`src/pwm_pkg.sv`:
```
// Purpose: shared constants and types for the eight-channel pwm timer
// Assumes: 32-bit axi4-lite register bus, one register per aligned word
// Notes: all counters run on aclk; all but the prescaler step on single-cycle enable pulses
package pwm_pkg;

  localparam int NCH = 8;

  // register byte offsets
  localparam logic [7:0] OFS_ENABLE = 8'h00;
  localparam logic [7:0] OFS_POLARITY = 8'h04;
  localparam logic [7:0] OFS_CLK_SEL = 8'h08;
  localparam logic [7:0] OFS_AB_SEL = 8'h0C;
  localparam logic [7:0] OFS_PRESCALE = 8'h10;
  localparam logic [7:0] OFS_CENTER = 8'h14;
  localparam logic [7:0] OFS_CONTROL = 8'h18;
  localparam logic [7:0] OFS_SCALE_A = 8'h1C;
  localparam logic [7:0] OFS_SCALE_B = 8'h20;
  localparam logic [7:0] OFS_COUNTER = 8'h40;
  localparam logic [7:0] OFS_PERIOD = 8'h60;
  localparam logic [7:0] OFS_DUTY = 8'h80;

  // field positions
  localparam int PCKA_LSB = 0;
  localparam int PCKB_LSB = 4;
  localparam int FRZ_BIT = 0;
  localparam logic [7:0] PRESC_MASK = 8'h77;

  // values after reset
  localparam logic [7:0] RST_ZERO = 8'h00;
  localparam logic [7:0] RST_AB_SEL = 8'hCC;
  localparam logic [7:0] RST_PERIOD = 8'hFF;
  localparam logic [7:0] RST_DUTY = 8'hFF;

  localparam logic [1:0] RESP_OKAY = 2'b00;
  localparam logic [1:0] RESP_SLVERR = 2'b10;

  typedef enum logic [1:0] {
    DIR_UP = 2'b01,
    DIR_DOWN = 2'b10
  } dir_t;

  typedef struct packed {
    logic en;
    logic pol;
    logic cae;
  } chan_cfg_t;

endpackage

```
`src/pwm_chan.sv`:
```
// Purpose: one 8-bit pwm channel with double-buffered period and duty
// Assumes: tick is a one-cycle pulse of the selected channel clock
// Notes: pwm output lags the output flip-flop by one aclk cycle
`timescale 1ns/100ps
module pwm_chan
  import pwm_pkg::*;
(
  input wire logic aclk,
  input wire logic aresetn,
  input wire logic tick,
  input wire chan_cfg_t cfg,
  input wire logic per_wr,
  input wire logic dty_wr,
  input wire logic cnt_wr,
  input wire logic [7:0] wbyte,
  output logic [7:0] cnt,
  output logic [7:0] per_buf,
  output logic [7:0] dty_buf,
  output logic pwm
);

  logic [7:0] per_q, dty_q, per_act_q, dty_act_q, cnt_q, nxt, per_nx, dty_nx;
  logic ff_q, en_sync_q, pwm_q, step, wrap, turn, load;
  dir_t dir_q;

  ////////////////////////////////////////////////////////////////////////////
  // enable taken only at a channel clock edge
  always_ff @(posedge aclk) begin
    if (!aresetn) begin
      en_sync_q <= 1'b0;
    end else if (tick) begin
      en_sync_q <= cfg.en;
    end
  end

  assign step = en_sync_q && tick;

  always_comb begin
    nxt = (cfg.cae && dir_q == DIR_DOWN) ? cnt_q - 8'h01 : cnt_q + 8'h01;
    turn = cfg.cae && dir_q == DIR_UP && nxt == per_act_q;
    wrap = cfg.cae ? (dir_q == DIR_DOWN && nxt == RST_ZERO) : (nxt == per_act_q);
  end

  ////////////////////////////////////////////////////////////////////////////
  // counter, direction and output flip-flop
  always_ff @(posedge aclk) begin
    if (!aresetn) begin
      cnt_q <= RST_ZERO;
      dir_q <= DIR_UP;
      ff_q <= 1'b0;
    end else if (cnt_wr) begin
      cnt_q <= RST_ZERO;
      dir_q <= DIR_UP;
      ff_q <= 1'b0;
    end else if (!cfg.en && tick && per_act_q == RST_ZERO) begin
      cnt_q <= RST_ZERO;
    end else if (step) begin
      cnt_q <= (wrap && !cfg.cae) ? RST_ZERO : nxt;
      if (turn) begin
        dir_q <= DIR_DOWN;
      end else if (wrap) begin
        dir_q <= DIR_UP;
      end
      ff_q <= wrap ? 1'b0 : (nxt == dty_act_q) ^ ff_q;
    end
  end

  ////////////////////////////////////////////////////////////////////////////
  // double buffering of period and duty
  assign per_nx = per_wr ? wbyte : per_q;
  assign dty_nx = dty_wr ? wbyte : dty_q;
  assign load = cnt_wr || !cfg.en || (step && wrap);

  always_ff @(posedge aclk) begin
    if (!aresetn) begin
      per_q <= RST_PERIOD;
      dty_q <= RST_DUTY;
      per_act_q <= RST_PERIOD;
      dty_act_q <= RST_DUTY;
    end else begin
      per_q <= per_nx;
      dty_q <= dty_nx;
      if (load) begin
        per_act_q <= per_nx;
        dty_act_q <= dty_nx;
      end
    end
  end

  always_ff @(posedge aclk) begin
    if (!aresetn) begin
      pwm_q <= 1'b0;
    end else begin
      pwm_q <= cfg.en && (cfg.pol ^ ff_q);
    end
  end

  assign cnt = cnt_q;
  assign per_buf = per_q;
  assign dty_buf = dty_q;
  assign pwm = pwm_q;

  ////////////////////////////////////////////////////////////////////////////
  a_cnt_write_clear: assert property (@(posedge aclk) disable iff (!aresetn)
    cnt_wr |=> cnt_q == RST_ZERO && dir_q == DIR_UP) else $error("counter write did not clear");
  a_stop_holds: assert property (@(posedge aclk) disable iff (!aresetn)
    !en_sync_q && !cnt_wr && !(tick && per_act_q == RST_ZERO) |=> $stable(cnt_q))
    else $error("stopped counter moved");
  a_start_level: assert property (@(posedge aclk) disable iff (!aresetn)
    cnt_wr && cfg.en ##1 cfg.en |=> pwm_q == $past(cfg.pol)) else $error("wrong start level");
  a_left_wrap: assert property (@(posedge aclk) disable iff (!aresetn)
    step && !cnt_wr && !cfg.cae && cnt_q + 8'h01 == per_act_q |=> cnt_q == RST_ZERO)
    else $error("left aligned wrap missed");
  a_center_turn: assert property (@(posedge aclk) disable iff (!aresetn)
    step && !cnt_wr && turn |=> dir_q == DIR_DOWN && cnt_q == $past(per_act_q))
    else $error("center turn missed");

endmodule // pwm_chan

```
`src/pwm_timer.sv`:
```
// Purpose: eight-channel pwm timer with prescaler, scaled clocks, axi4-lite
// Assumes: freeze_mode is asynchronous to aclk
// Notes: only byte lane 0 of each register word is used
//
// Implementation choices: register access over AXI4-Lite and the register offsets.
`timescale 1ns/100ps
module pwm_timer
  import pwm_pkg::*;
(
  input wire logic aclk,
  input wire logic aresetn,
  input wire logic [7:0] awaddr,
  input wire logic awvalid,
  output logic awready,
  input wire logic [31:0] wdata,
  input wire logic [3:0] wstrb,
  input wire logic wvalid,
  output logic wready,
  output logic [1:0] bresp,
  output logic bvalid,
  input wire logic bready,
  input wire logic [7:0] araddr,
  input wire logic arvalid,
  output logic arready,
  output logic [31:0] rdata,
  output logic [1:0] rresp,
  output logic rvalid,
  input wire logic rready,
  input wire logic freeze_mode,
  output logic [NCH-1:0] pwm_out
);

  ////////////////////////////////////////////////////////////////////////////
  // helpers
  function automatic logic in_array(input logic [7:0] a, input logic [7:0] base);
    return a[7:5] == base[7:5] && a[1:0] == 2'b00;
  endfunction

  function automatic logic addr_ok(input logic [7:0] a);
    return (a[1:0] == 2'b00 && a <= OFS_SCALE_B) || in_array(a, OFS_COUNTER)
      || in_array(a, OFS_PERIOD) || in_array(a, OFS_DUTY);
  endfunction

  function automatic logic div_tick(input logic [6:0] c, input logic [2:0] sel);
    logic [6:0] m;
    m = 7'((8'h01 << sel) - 8'h01);
    return (c & m) == m;
  endfunction

  function automatic logic chan_tick(input logic ab, input logic sc, input logic [3:0] t);
    return t[{ab, sc}];
  endfunction

  ////////////////////////////////////////////////////////////////////////////
  // declarations
  logic aw_hold_q, w_hold_q, wstb_q, bvalid_q, rvalid_q, wr_go, wr_en;
  logic [7:0] waddr_q, wbyte_q;
  logic [1:0] bresp_q, rresp_q;
  logic [31:0] rdata_q, rd_word;
  logic [7:0] en_q, pol_q, csel_q, absel_q, presc_q, cae_q;
  logic frz_stop_q, frz_s1_q, frz_s2_q, presc_run, tick_a, tick_b;
  logic [6:0] presc_cnt_q;
  logic [7:0] scl_q [2];
  logic [7:0] sdn_q [2];
  logic [1:0] half_q, src_tick, scl_wr, stick;
  logic [7:0] cnt_w [NCH];
  logic [7:0] per_w [NCH];
  logic [7:0] dty_w [NCH];

  ////////////////////////////////////////////////////////////////////////////
  // axi4-lite write channel: address and data taken in either order
  assign awready = !aw_hold_q && !bvalid_q;
  assign wready = !w_hold_q && !bvalid_q;
  assign wr_go = aw_hold_q && w_hold_q;
  assign wr_en = wr_go && wstb_q && addr_ok(waddr_q);

  always_ff @(posedge aclk) begin
    if (!aresetn) begin
      aw_hold_q <= 1'b0;
      w_hold_q <= 1'b0;
      waddr_q <= RST_ZERO;
      wbyte_q <= RST_ZERO;
      wstb_q <= 1'b0;
      bvalid_q <= 1'b0;
      bresp_q <= RESP_OKAY;
    end else begin
      if (awvalid && awready) begin
        aw_hold_q <= 1'b1;
        waddr_q <= awaddr;
      end
      if (wvalid && wready) begin
        w_hold_q <= 1'b1;
        wbyte_q <= wdata[7:0];
        wstb_q <= wstrb[0];
      end
      if (wr_go) begin
        aw_hold_q <= 1'b0;
        w_hold_q <= 1'b0;
        bvalid_q <= 1'b1;
        bresp_q <= addr_ok(waddr_q) ? RESP_OKAY : RESP_SLVERR;
      end else if (bvalid_q && bready) begin
        bvalid_q <= 1'b0;
      end
    end
  end

  assign bvalid = bvalid_q;
  assign bresp = bresp_q;

  a_write_err: assert property (@(posedge aclk) disable iff (!aresetn)
    wr_go && !addr_ok(waddr_q) |=> bresp_q == RESP_SLVERR) else $error("bad write address accepted");
  a_write_okay: assert property (@(posedge aclk) disable iff (!aresetn)
    wr_go && addr_ok(waddr_q) |=> bresp_q == RESP_OKAY) else $error("good write address refused");
  a_write_hold: assert property (@(posedge aclk) disable iff (!aresetn)
    bvalid_q && !bready |=> bvalid_q && $stable(bresp_q)) else $error("write response dropped");
  a_bad_no_effect: assert property (@(posedge aclk) disable iff (!aresetn)
    wr_go && !addr_ok(waddr_q) |=> $stable(en_q) && $stable(pol_q)) else $error("bad write changed state");

  ////////////////////////////////////////////////////////////////////////////
  // axi4-lite read channel
  always_comb begin
    rd_word = 32'h0000_0000;
    if (in_array(araddr, OFS_COUNTER)) begin
      rd_word[7:0] = cnt_w[araddr[4:2]];
    end else if (in_array(araddr, OFS_PERIOD)) begin
      rd_word[7:0] = per_w[araddr[4:2]];
    end else if (in_array(araddr, OFS_DUTY)) begin
      rd_word[7:0] = dty_w[araddr[4:2]];
    end else begin
      case (araddr)
        OFS_ENABLE: rd_word[7:0] = en_q;
        OFS_POLARITY: rd_word[7:0] = pol_q;
        OFS_CLK_SEL: rd_word[7:0] = csel_q;
        OFS_AB_SEL: rd_word[7:0] = absel_q;
        OFS_PRESCALE: rd_word[7:0] = presc_q;
        OFS_CENTER: rd_word[7:0] = cae_q;
        OFS_CONTROL: rd_word[FRZ_BIT] = frz_stop_q;
        OFS_SCALE_A: rd_word[7:0] = scl_q[0];
        OFS_SCALE_B: rd_word[7:0] = scl_q[1];
        default: rd_word = 32'h0000_0000;
      endcase
    end
  end

  assign arready = !rvalid_q;

  always_ff @(posedge aclk) begin
    if (!aresetn) begin
      rvalid_q <= 1'b0;
      rdata_q <= 32'h0000_0000;
      rresp_q <= RESP_OKAY;
    end else if (arvalid && arready) begin
      rvalid_q <= 1'b1;
      rdata_q <= rd_word;
      rresp_q <= addr_ok(araddr) ? RESP_OKAY : RESP_SLVERR;
    end else if (rvalid_q && rready) begin
      rvalid_q <= 1'b0;
    end
  end

  assign rvalid = rvalid_q;
  assign rdata = rdata_q;
  assign rresp = rresp_q;

  a_read_err: assert property (@(posedge aclk) disable iff (!aresetn)
    arvalid && arready && !addr_ok(araddr) |=> rresp_q == RESP_SLVERR && rdata_q == 32'h0000_0000)
    else $error("bad read address accepted");
  a_read_okay: assert property (@(posedge aclk) disable iff (!aresetn)
    arvalid && arready && addr_ok(araddr) |=> rresp_q == RESP_OKAY) else $error("good read address refused");
  a_read_upper: assert property (@(posedge aclk) disable iff (!aresetn)
    rvalid_q |-> rdata_q[31:8] == 24'h00_0000) else $error("upper read bits set");

  ////////////////////////////////////////////////////////////////////////////
  // control registers
  always_ff @(posedge aclk) begin
    if (!aresetn) begin
      en_q <= RST_ZERO;
      pol_q <= RST_ZERO;
      csel_q <= RST_ZERO;
      absel_q <= RST_AB_SEL;
      presc_q <= RST_ZERO;
      cae_q <= RST_ZERO;
      frz_stop_q <= 1'b0;
    end else if (wr_en) begin
      case (waddr_q)
        OFS_ENABLE: en_q <= wbyte_q;
        OFS_POLARITY: pol_q <= wbyte_q;
        OFS_CLK_SEL: csel_q <= wbyte_q;
        OFS_AB_SEL: absel_q <= wbyte_q;
        OFS_PRESCALE: presc_q <= wbyte_q & PRESC_MASK;
        OFS_CENTER: cae_q <= wbyte_q;
        OFS_CONTROL: frz_stop_q <= wbyte_q[FRZ_BIT];
        default: ;
      endcase
    end
  end

  a_presc_mask: assert property (@(posedge aclk) disable iff (!aresetn)
    (presc_q & ~PRESC_MASK) == 8'h00) else $error("prescale reserved bits set");

  ////////////////////////////////////////////////////////////////////////////
  // freeze input synchroniser and prescaler
  always_ff @(posedge aclk) begin
    if (!aresetn) begin
      frz_s1_q <= 1'b0;
      frz_s2_q <= 1'b0;
    end else begin
      frz_s1_q <= freeze_mode;
      frz_s2_q <= frz_s1_q;
    end
  end

  assign presc_run = !(frz_s2_q && frz_stop_q) && (|en_q);

  always_ff @(posedge aclk) begin
    if (!aresetn) begin
      presc_cnt_q <= 7'h00;
    end else if (presc_run) begin
      presc_cnt_q <= presc_cnt_q + 7'h01;
    end
  end

  assign tick_a = presc_run && div_tick(presc_cnt_q, presc_q[PCKA_LSB +: 3]);
  assign tick_b = presc_run && div_tick(presc_cnt_q, presc_q[PCKB_LSB +: 3]);
  assign src_tick = {tick_b, tick_a};

  a_presc_step: assert property (@(posedge aclk) disable iff (!aresetn)
    presc_run |=> presc_cnt_q == $past(presc_cnt_q) + 7'h01) else $error("prescaler did not advance");
  a_undivided_a: assert property (@(posedge aclk) disable iff (!aresetn)
    presc_run && presc_q[PCKA_LSB +: 3] == 3'h0 |-> tick_a) else $error("undivided clock a missed");
  a_half_rate_b: assert property (@(posedge aclk) disable iff (!aresetn)
    tick_b && presc_q[PCKB_LSB +: 3] == 3'h1 && !wr_en |=> !tick_b) else $error("clock b too fast");
  a_freeze_ticks: assert property (@(posedge aclk) disable iff (!aresetn)
    frz_s2_q && frz_stop_q |-> !tick_a && !tick_b) else $error("clock ticked in freeze");
  a_idle_ticks: assert property (@(posedge aclk) disable iff (!aresetn)
    en_q == RST_ZERO |-> !tick_a && !tick_b) else $error("clock ticked with all channels off");

  ////////////////////////////////////////////////////////////////////////////
  // scaled clocks: reloading down counter then divide by two
  for (genvar s = 0; s < 2; s++) begin : g_scale
    assign scl_wr[s] = wr_en && waddr_q == (s == 0 ? OFS_SCALE_A : OFS_SCALE_B);
    assign stick[s] = src_tick[s] && sdn_q[s] == 8'h01 && half_q[s];

    always_ff @(posedge aclk) begin
      if (!aresetn) begin
        scl_q[s] <= RST_ZERO;
        sdn_q[s] <= RST_ZERO;
        half_q[s] <= 1'b0;
      end else if (scl_wr[s]) begin
        scl_q[s] <= wbyte_q;
        sdn_q[s] <= wbyte_q;
      end else if (src_tick[s]) begin
        if (sdn_q[s] == 8'h01) begin
          sdn_q[s] <= scl_q[s];
          half_q[s] <= !half_q[s];
        end else begin
          sdn_q[s] <= sdn_q[s] - 8'h01;
        end
      end
    end
  end

  a_scale_b_reload: assert property (@(posedge aclk) disable iff (!aresetn)
    scl_wr[1] |=> sdn_q[1] == $past(wbyte_q) && scl_q[1] == $past(wbyte_q))
    else $error("scale b write did not reload");
  a_half_toggle: assert property (@(posedge aclk) disable iff (!aresetn)
    src_tick[0] && sdn_q[0] == 8'h01 && !scl_wr[0] |=> half_q[0] != $past(half_q[0]))
    else $error("scaled clock a not halved");
  a_half_toggle_b: assert property (@(posedge aclk) disable iff (!aresetn)
    src_tick[1] && sdn_q[1] == 8'h01 && !scl_wr[1] |=> half_q[1] != $past(half_q[1]))
    else $error("scaled clock b not halved");

  ////////////////////////////////////////////////////////////////////////////
  // channels
  for (genvar i = 0; i < NCH; i++) begin : g_chan
    chan_cfg_t cfg;
    logic ctick;
    assign cfg = '{en: en_q[i], pol: pol_q[i], cae: cae_q[i]};
    assign ctick = chan_tick(absel_q[i], csel_q[i], {stick[1], tick_b, stick[0], tick_a});

    pwm_chan u_chan (
      .aclk(aclk),
      .aresetn(aresetn),
      .tick(ctick),
      .cfg(cfg),
      .per_wr(wr_en && in_array(waddr_q, OFS_PERIOD) && waddr_q[4:2] == 3'(i)),
      .dty_wr(wr_en && in_array(waddr_q, OFS_DUTY) && waddr_q[4:2] == 3'(i)),
      .cnt_wr(wr_en && in_array(waddr_q, OFS_COUNTER) && waddr_q[4:2] == 3'(i)),
      .wbyte(wbyte_q),
      .cnt(cnt_w[i]),
      .per_buf(per_w[i]),
      .dty_buf(dty_w[i]),
      .pwm(pwm_out[i])
    );
  end

  ////////////////////////////////////////////////////////////////////////////
  a_scale_reload: assert property (@(posedge aclk) disable iff (!aresetn)
    scl_wr[0] |=> sdn_q[0] == $past(wbyte_q) && scl_q[0] == $past(wbyte_q))
    else $error("scale write did not reload");
  a_freeze_stop: assert property (@(posedge aclk) disable iff (!aresetn)
    (frz_s2_q && frz_stop_q) || en_q == RST_ZERO |=> $stable(presc_cnt_q))
    else $error("prescaler ran while stopped");
  a_default_sel: assert property (@(posedge aclk)
    !aresetn |=> absel_q == RST_AB_SEL && csel_q == RST_ZERO) else $error("wrong clock select reset");
  a_scale_full: assert property (@(posedge aclk) disable iff (!aresetn)
    src_tick[0] && !scl_wr[0] && sdn_q[0] == RST_ZERO |=> sdn_q[0] == 8'hFF)
    else $error("zero scale not full range");
  a_write_resp: assert property (@(posedge aclk) disable iff (!aresetn)
    wr_go |=> bvalid_q && !aw_hold_q && !w_hold_q) else $error("write answer missing");
  a_read_hold: assert property (@(posedge aclk) disable iff (!aresetn)
    rvalid_q && !rready |=> rvalid_q && $stable(rdata_q)) else $error("read data dropped");
  a_off_low: assert property (@(posedge aclk) disable iff (!aresetn)
    en_q == RST_ZERO |=> pwm_out == 8'h00) else $error("disabled outputs not low");

endmodule // pwm_timer

```
`config.mk`:
```
export PLATFORM = sky130hd
export DESIGN_NAME = pwm_timer
export DESIGN_NICKNAME = d
export VERILOG_FILES = /design/src/pwm_pkg.sv /design/src/pwm_chan.sv /design/src/pwm_timer.sv
export SDC_FILE = /design/constraint.sdc
export NUM_CORES = 1
export LEC_CHECK = 0
export ABC_AREA = 1
export CAP_MARGIN = 0
export CORE_MARGIN = 8
export CORE_UTILIZATION = 25
export CTS_CLUSTER_DIAMETER = 40
export DETAILED_ROUTE_END_ITERATION = 6
export DONT_BUFFER_PORTS = 1
export SYNTH_ARGS = -nofsm -noshare
export SYNTH_HDL_FRONTEND = slang
export SYNTH_SLANG_ARGS = --single-unit
export TNS_END_PERCENT = 10
```
`constraint.sdc`:
```
create_clock -name aclk -period 4.91 [get_ports aclk]
set_input_delay 0.982 -clock aclk [delete_from_list [all_inputs] [get_ports aclk]]
set_output_delay 0.982 -clock aclk [all_outputs]
set_load 0.02 [all_outputs]
```
# [Word level (Yosys, flattened, before mapping)]
# Memories as Yosys holds them, arrays and structs flattened.
# Cells that the tools add are included.
[totals] ff_bits=451 ram_bits=32 in_bits=60 output_inout_bits=49 elab_cells=622 n_memories=2
[memory_table] memory="scl_q" words=2 width=8 read_ports=2 rd_clocked_by_memory_dff=0 write_ports=2 line_no="pwm_timer.sv:63" source="logic [7:0] scl_q [2];"
[memory_table] memory="sdn_q" words=2 width=8 read_ports=2 rd_clocked_by_memory_dff=0 write_ports=2 line_no="pwm_timer.sv:64" source="logic [7:0] sdn_q [2];"
[classes] n_addsub=21 n_lt_le_gt_ge=11 eq_ne=65 n_shift=2 n_mux=135 bitwise_logic=38 n_reduce_logical=254
[ops] op="$mux W8" n=49
[ops] op="$logic_not A8 Y1" n=18
[ops] op="$logic_and A1 B1 Y1" n=135
[ops] op="$eq A8 B8 Y1" n=16
[ops] op="$sub A8 B1 Y8 const B" n=10
[ops] op="$bmux W8 S3" n=3
[ops] op="$add A8 B1 Y8 const B" n=8
[ops] op="$eq A8 B5 Y1 const B" n=8
[ops] op="$pmux W7 S8" n=1
[ops] op="$mux W1" n=55
[ops] op="$mux W2" n=18
[ops] op="$eq A8 B4 Y1 const B" n=4
[ops] op="$reduce_and A2 Y1" n=15
[ops] op="$reduce_and A3 Y1" n=10
[ops] op="$lt A2 B3 Y1 const B" n=8
[ops] op="$reduce_or A3 Y1" n=8
[ops] op="$logic_not A1 Y1" n=23
[ops] op="$logic_or A1 B1 Y1" n=22
[ops] op="$reduce_bool A2 Y1" n=10
[ops] op="$eq A3 B2 Y1 const B" n=6
[ops] op="$eq A3 B3 Y1 const B" n=6
[ops] op="$reduce_or A2 Y1" n=9
[ops] op="$bmux W1 S2" n=8
[ops] op="$eq A2 B1 Y1 const B" n=8
[ops] op="other kinds (20)" n=68

# [Logic depth before layout (Yosys ltp)]
[logic_depth] ltp_word=13 ltp_mapped=21

# [Cells and area by module]
# From an unflattened synthesis, not the netlist that was laid out.
[hier_totals] hier_cells=4142 area_unflattened_um2=28222.1
[modules_own_cells] module="pwm_chan (g_chan[0].u_chan ...)" instances=5 cells_per_inst=369 area_each_um2=2598.7
[modules_own_cells] module="pwm_timer" instances=1 cells_per_inst=1202 area_each_um2=7766.2
[modules_own_cells] module="pwm_chan (g_chan[5].u_chan ...)" instances=3 cells_per_inst=365 area_each_um2=2487.4

# [Worst setup path after synthesis]
# Ideal clock, no wire load.
[synth_path] path_kind="reg-to-reg" from="register g_chan[1].u_chan.dir_q[1]" to="register g_chan[1].u_chan.dty_act_q[4]" arrival_ps=2533 t_required_ps=4776 path_slack_ps=2243 stages_incl_launch_ff=17 n_path_buf=1 path_cell_list="dfxtp_1 nand2_1 nor2_1 ha_1 nand3_1 nand3_1 xor2_1 inv_1 nand2_1 nand2_1 nor2_1 nand4_1 nand2_1 nand2_4 buf_2 nand3_1 nand3_1"
[synth_between] elab_chain_len=8 word_cells_on_any_way=9 classes_between="eq/ne (2); mux (2); reduce/logical (5)"
[synth_rtl] element="from (decl)" line_no="pwm_chan.sv:24" source="dir_t dir_q;"
[synth_rtl] element="from (signal assigned)" line_no="pwm_chan.sv:49" source="dir_q <= DIR_UP;"
[synth_rtl] element="from (signal assigned)" line_no="pwm_chan.sv:53" source="dir_q <= DIR_UP;"
[synth_rtl] element="from (signal assigned)" line_no="pwm_chan.sv:60" source="dir_q <= DIR_DOWN;"
[synth_rtl] element="$eq A2 B2 Y1 *" line_no="pwm_chan.sv:39, pwm_chan.sv:41"
[synth_rtl] element="$logic_and A1 B1 Y1" line_no="pwm_chan.sv:39" source="nxt = (cfg.cae && dir_q == DIR_DOWN) ? cnt_q - 8'h01 : cnt_q + 8'h01;"
[synth_rtl] element="$mux W8" line_no="pwm_chan.sv:39"
[synth_rtl] element="$logic_not A8 Y1" line_no="pwm_chan.sv:41" source="wrap = cfg.cae ? (dir_q == DIR_DOWN && nxt == RST_ZERO) : (nxt == per_act_q);"
[synth_rtl] element="$logic_and A1 B1 Y1" line_no="pwm_chan.sv:41"
[synth_rtl] element="$mux W1 *" line_no="pwm_chan.sv:41"
[synth_rtl] element="$logic_and A1 B1 Y1 *" line_no="pwm_chan.sv:72" source="assign load = cnt_wr || !cfg.en || (step && wrap);"
[synth_rtl] element="$logic_or A1 B1 Y1 *" line_no="pwm_chan.sv:72"
[synth_rtl] element="to (signal assigned)" line_no="pwm_chan.sv:85" source="dty_act_q <= dty_nx;"
[synth_rtl] element="to (decl)" line_no="pwm_chan.sv:22" source="logic [7:0] per_q, dty_q, per_act_q, dty_act_q, cnt_q, nxt, per_nx, dty_nx;"
# Every way passes the cells marked *; elsewhere a longest branch is shown, timed or not.
# A chain may end at the register's enable or synchronous reset.

==> run_results.csv <==
group,metric,value,unit
drt,drt-wirelength-per-cell,17.03,µm
drt,vias,26570,
clock_tree,cts_resized,0,
sta,max_slew_margin,15.96,%
place,globalplace.congestion,0.9371,
critical_path,crit_path_start_kind,"flop",
drt,drt_pass1_iterations,6,
power,leakage,15.02,nW
synth,synthCells,4041,
critical_path,required,5.23,ns
global_route,gr-total-overflow,0,
floorplan,core_area,109000,µm²
clock_tree,clockRootBuffer,"clkbuf_16",
power,power_density,337.4,nW/µm²
sta,post-route-period-util,71.33,%
synth,yosysTopAreaCell,"dfxtp_1",
synth,netlist.area_leader.share,32.70,%
clock_tree,cts_setup_buffers,0,
sta,tns,0,ns
global_route,antenna_found_initial,2,
synth,syn_area,27490,µm²
floorplan,die_h,347.6,µm
clock_tree,clk_pin_slew,0.05,ns
synth,ys_types,58,
clock_tree,cts.htree.levels,3,
sta,tightest_slew,1.261,ns
synth,yosys_warnings,0,
global_route,grt_pass1_vias,24680,
sta,report.final.slew_viol_count,0,
floorplan,dieArea,120800,µm²
synth,synthArstFlopShare,0,%
floorplan,num_io_pins,109,
synth,syn_avg_cell_area,6.802,µm²
cells_and_area,fin_area,31710,µm²
cells_and_area,syn_to_final_growth,15.36,%
cells_and_area,drive_above_1_share,9.318,%
synth,synth_ff_type,"dfxtp_1",
sta,period_minus_slack,3.502,ns
drt,drc,0,
critical_path,cpPeakStageDelay,0.90,ns
global_route,grt_pass1_wl,142.9,mm
clock_tree,clock_path_buffers,3,
clock_tree,clock_latency,0.65,ns
floorplan,initial_utilization,25.22,%
clock_tree,cts_hold_buf,0,
place,place_area,28680,µm²
run_status,status,"finished clean",
critical_path,crit_path_cell_trace,"inv_2 > nand2_1 > nand3_1 > nand3_1 > nand2_1 > nand2_2 > inv_1 > nand4_1 > nand2_1 > nor3_1 > a22oi_1",
synth,synth_top_cells_by_area,"dfxtp_1 33%, nand2_1 14%, nand3_1 10%",
critical_path,path_class,"reg2reg",
synth,synth_edf_count,32,
floorplan,row_count,121,
floorplan,die_x,347.6,µm
drt,wl,93.53,mm
drt,detail-route-antenna-nets,0,
synth,synth_seq_cells,481,
sta,setup_violations,0,
sta,clock_skew,0.03863,ns
drt,initialDrtViolationCount,2356,
cells_and_area,fin_nets,4135,
flow_run,maxCapViolations,0,
critical_path,critPathSlowestCell,"nor3_1",
critical_path,crit_path_frequent_cell,"nand2_1",
worst_hold_path,hold_class,"reg2reg",
sta,max_freq,0.2855,GHz
synth,synth_most_common_cell,"nand2_1",
clock_tree,clock_sinks,481,
critical_path,path_max_fanout,12,
global_route,grt_max_degree,241,
critical_path,cp.arrival,3.83,ns
sta,finalHoldViolCount,0,
drt,via_per_inst,4.837,
power,ir_drop,0.0002956,V
place,io_buffers,0,
critical_path,reg2reg_slack,1.41,ns
critical_path,setup.worst_path.end_class,"flop",
global_route,grtUsageTotal,14.84,%
place,hpwl,68.97,mm
synth,seq_area_frac_synth,36.19,%
sta,rsz0062_at_grt,"false",
clock_tree,cts_inserted_buffers,87,
clock_tree,cts_tree,"built",
synth,synthTopCellsByCount,"1050 x nand2_1, 558 x nand3_1, 449 x dfxtp_1",
==> final timing paths <==
| kind | depth (start not counted) | startpoint | to |
|---|---|---|---|
| setup / recovery | 11 | waddr_q[4] | sdn_q[0][1] |
| setup reg to reg | 11 | waddr_q[4] | sdn_q[0][1] |
| hold reg to reg | 2 | frz_s1_q | frz_s2_q |
| hold / removal | 2 | frz_s1_q | frz_s2_q |
==> area by class of cell <==
cell class | instances | area (µm²)
fillers | 11900 | 77290
multi-input cells | 2945 | 15040
flip-flops and latches | 481 | 9950
clock buffers | 100 | 2320
inverters | 471 | 1777
well taps | 1414 | 1769
clock inverters | 62 | 711.9
repair buffers | 19 | 142.6
diodes | 1 | 2.502
==> through the flow <==
stage               utilization (%)  hold slack, ns  power, mW  setup slack, ns  instances
floorplan                         -          0.3905      4.402            2.243       4066
CTS                           29.09          0.4039      10.76            1.460       5492
global route                  29.09          0.4374      10.99            1.074       5492
detailed placement            26.31          0.3970      4.536            1.389       5330
global placement              26.31          0.3953      4.533            1.431       5330
finish                        29.09          0.4147      10.70            1.408       5493
==> cells by family after synthesis <==
kind of cell / count (synthesis) / share of synthesized area, %
simple gates: 2190 / 36.52
buf+inv: 640 / 9.531
xor+xnor: 74 / 2.358
compound gates: 585 / 11.98
other cells: 1 / 0.01364
flops: 481 / 36.19
fa+ha+maj: 70 / 3.405
==> cell usage in the layout (no fill, tap or decap), types with 12 or more instances in the layout <==
cell type	netlist	final
a21oi_1	193	193
a22oi_1	71	71
buf_4	36	19
clkbuf_16	0	90
clkinv_1	11	12
clkinvlp_4	0	12
conb_1	1	26
dfxtp_1	449	449
edfxtp_1	32	32
ha_1	62	62
inv_1	448	447
inv_6	0	15
nand2_1	1050	1050
nand2_4	16	16
nand3_1	558	558
nand4_1	79	79
nor2_1	243	241
nor2_4	11	13
nor3_1	44	43
nor4_1	12	12
o211ai_1	12	12
o21ai_0	246	246
o22ai_1	20	20
or2_2	131	131
xnor2_1	43	43
xor2_1	31	31
==> state kept, by name, summed over array words and instances, names as in the netlist, 8 cells and up <==
register                 cells
g_chan.u_chan.dir_q         16
g_chan.u_chan.dty_buf       64
csel_q                       8
pol_q                        8
scl_q                       16
g_chan.u_chan.pwm            8
waddr_q                      8
rdata                        8
cae_q                        8
wbyte_q                      8
g_chan.u_chan.ff_q           8
g_chan.u_chan.en_sync_q      8
g_chan.u_chan.cnt           64
sdn_q                       16
absel_q                      8
en_q                         8
g_chan.u_chan.per_act_q     64
g_chan.u_chan.per_buf       64
g_chan.u_chan.dty_act_q     64
==> worst max-delay path, delay by kind of cell, from the launching register on <==
kind	cells	cell delay (ns)
simple gates	8	2.19
flops	1	0.47
buf+inv	2	0.28
compound gates	1	0.24
==> where the power goes <==
group          internal (mW)  switching [mW]  total [mW]
registers               3.99          0.0520        4.04
clock network           3.89            2.34        6.23
logic                 0.0935           0.339       0.433
==> per-layer routing <==
metal / up-vias / wire, µm / GRT usage (%)
li1: 13230 / - / -
met1: 12290 / 42180 / 19.79
met2: 867 / 39940 / 22.86
met3: 188 / 7966 / 3.741
met4: 0 / 3448 / 5.859
met5: - / 0 / 0
Power figures use the tool's default switching activity.
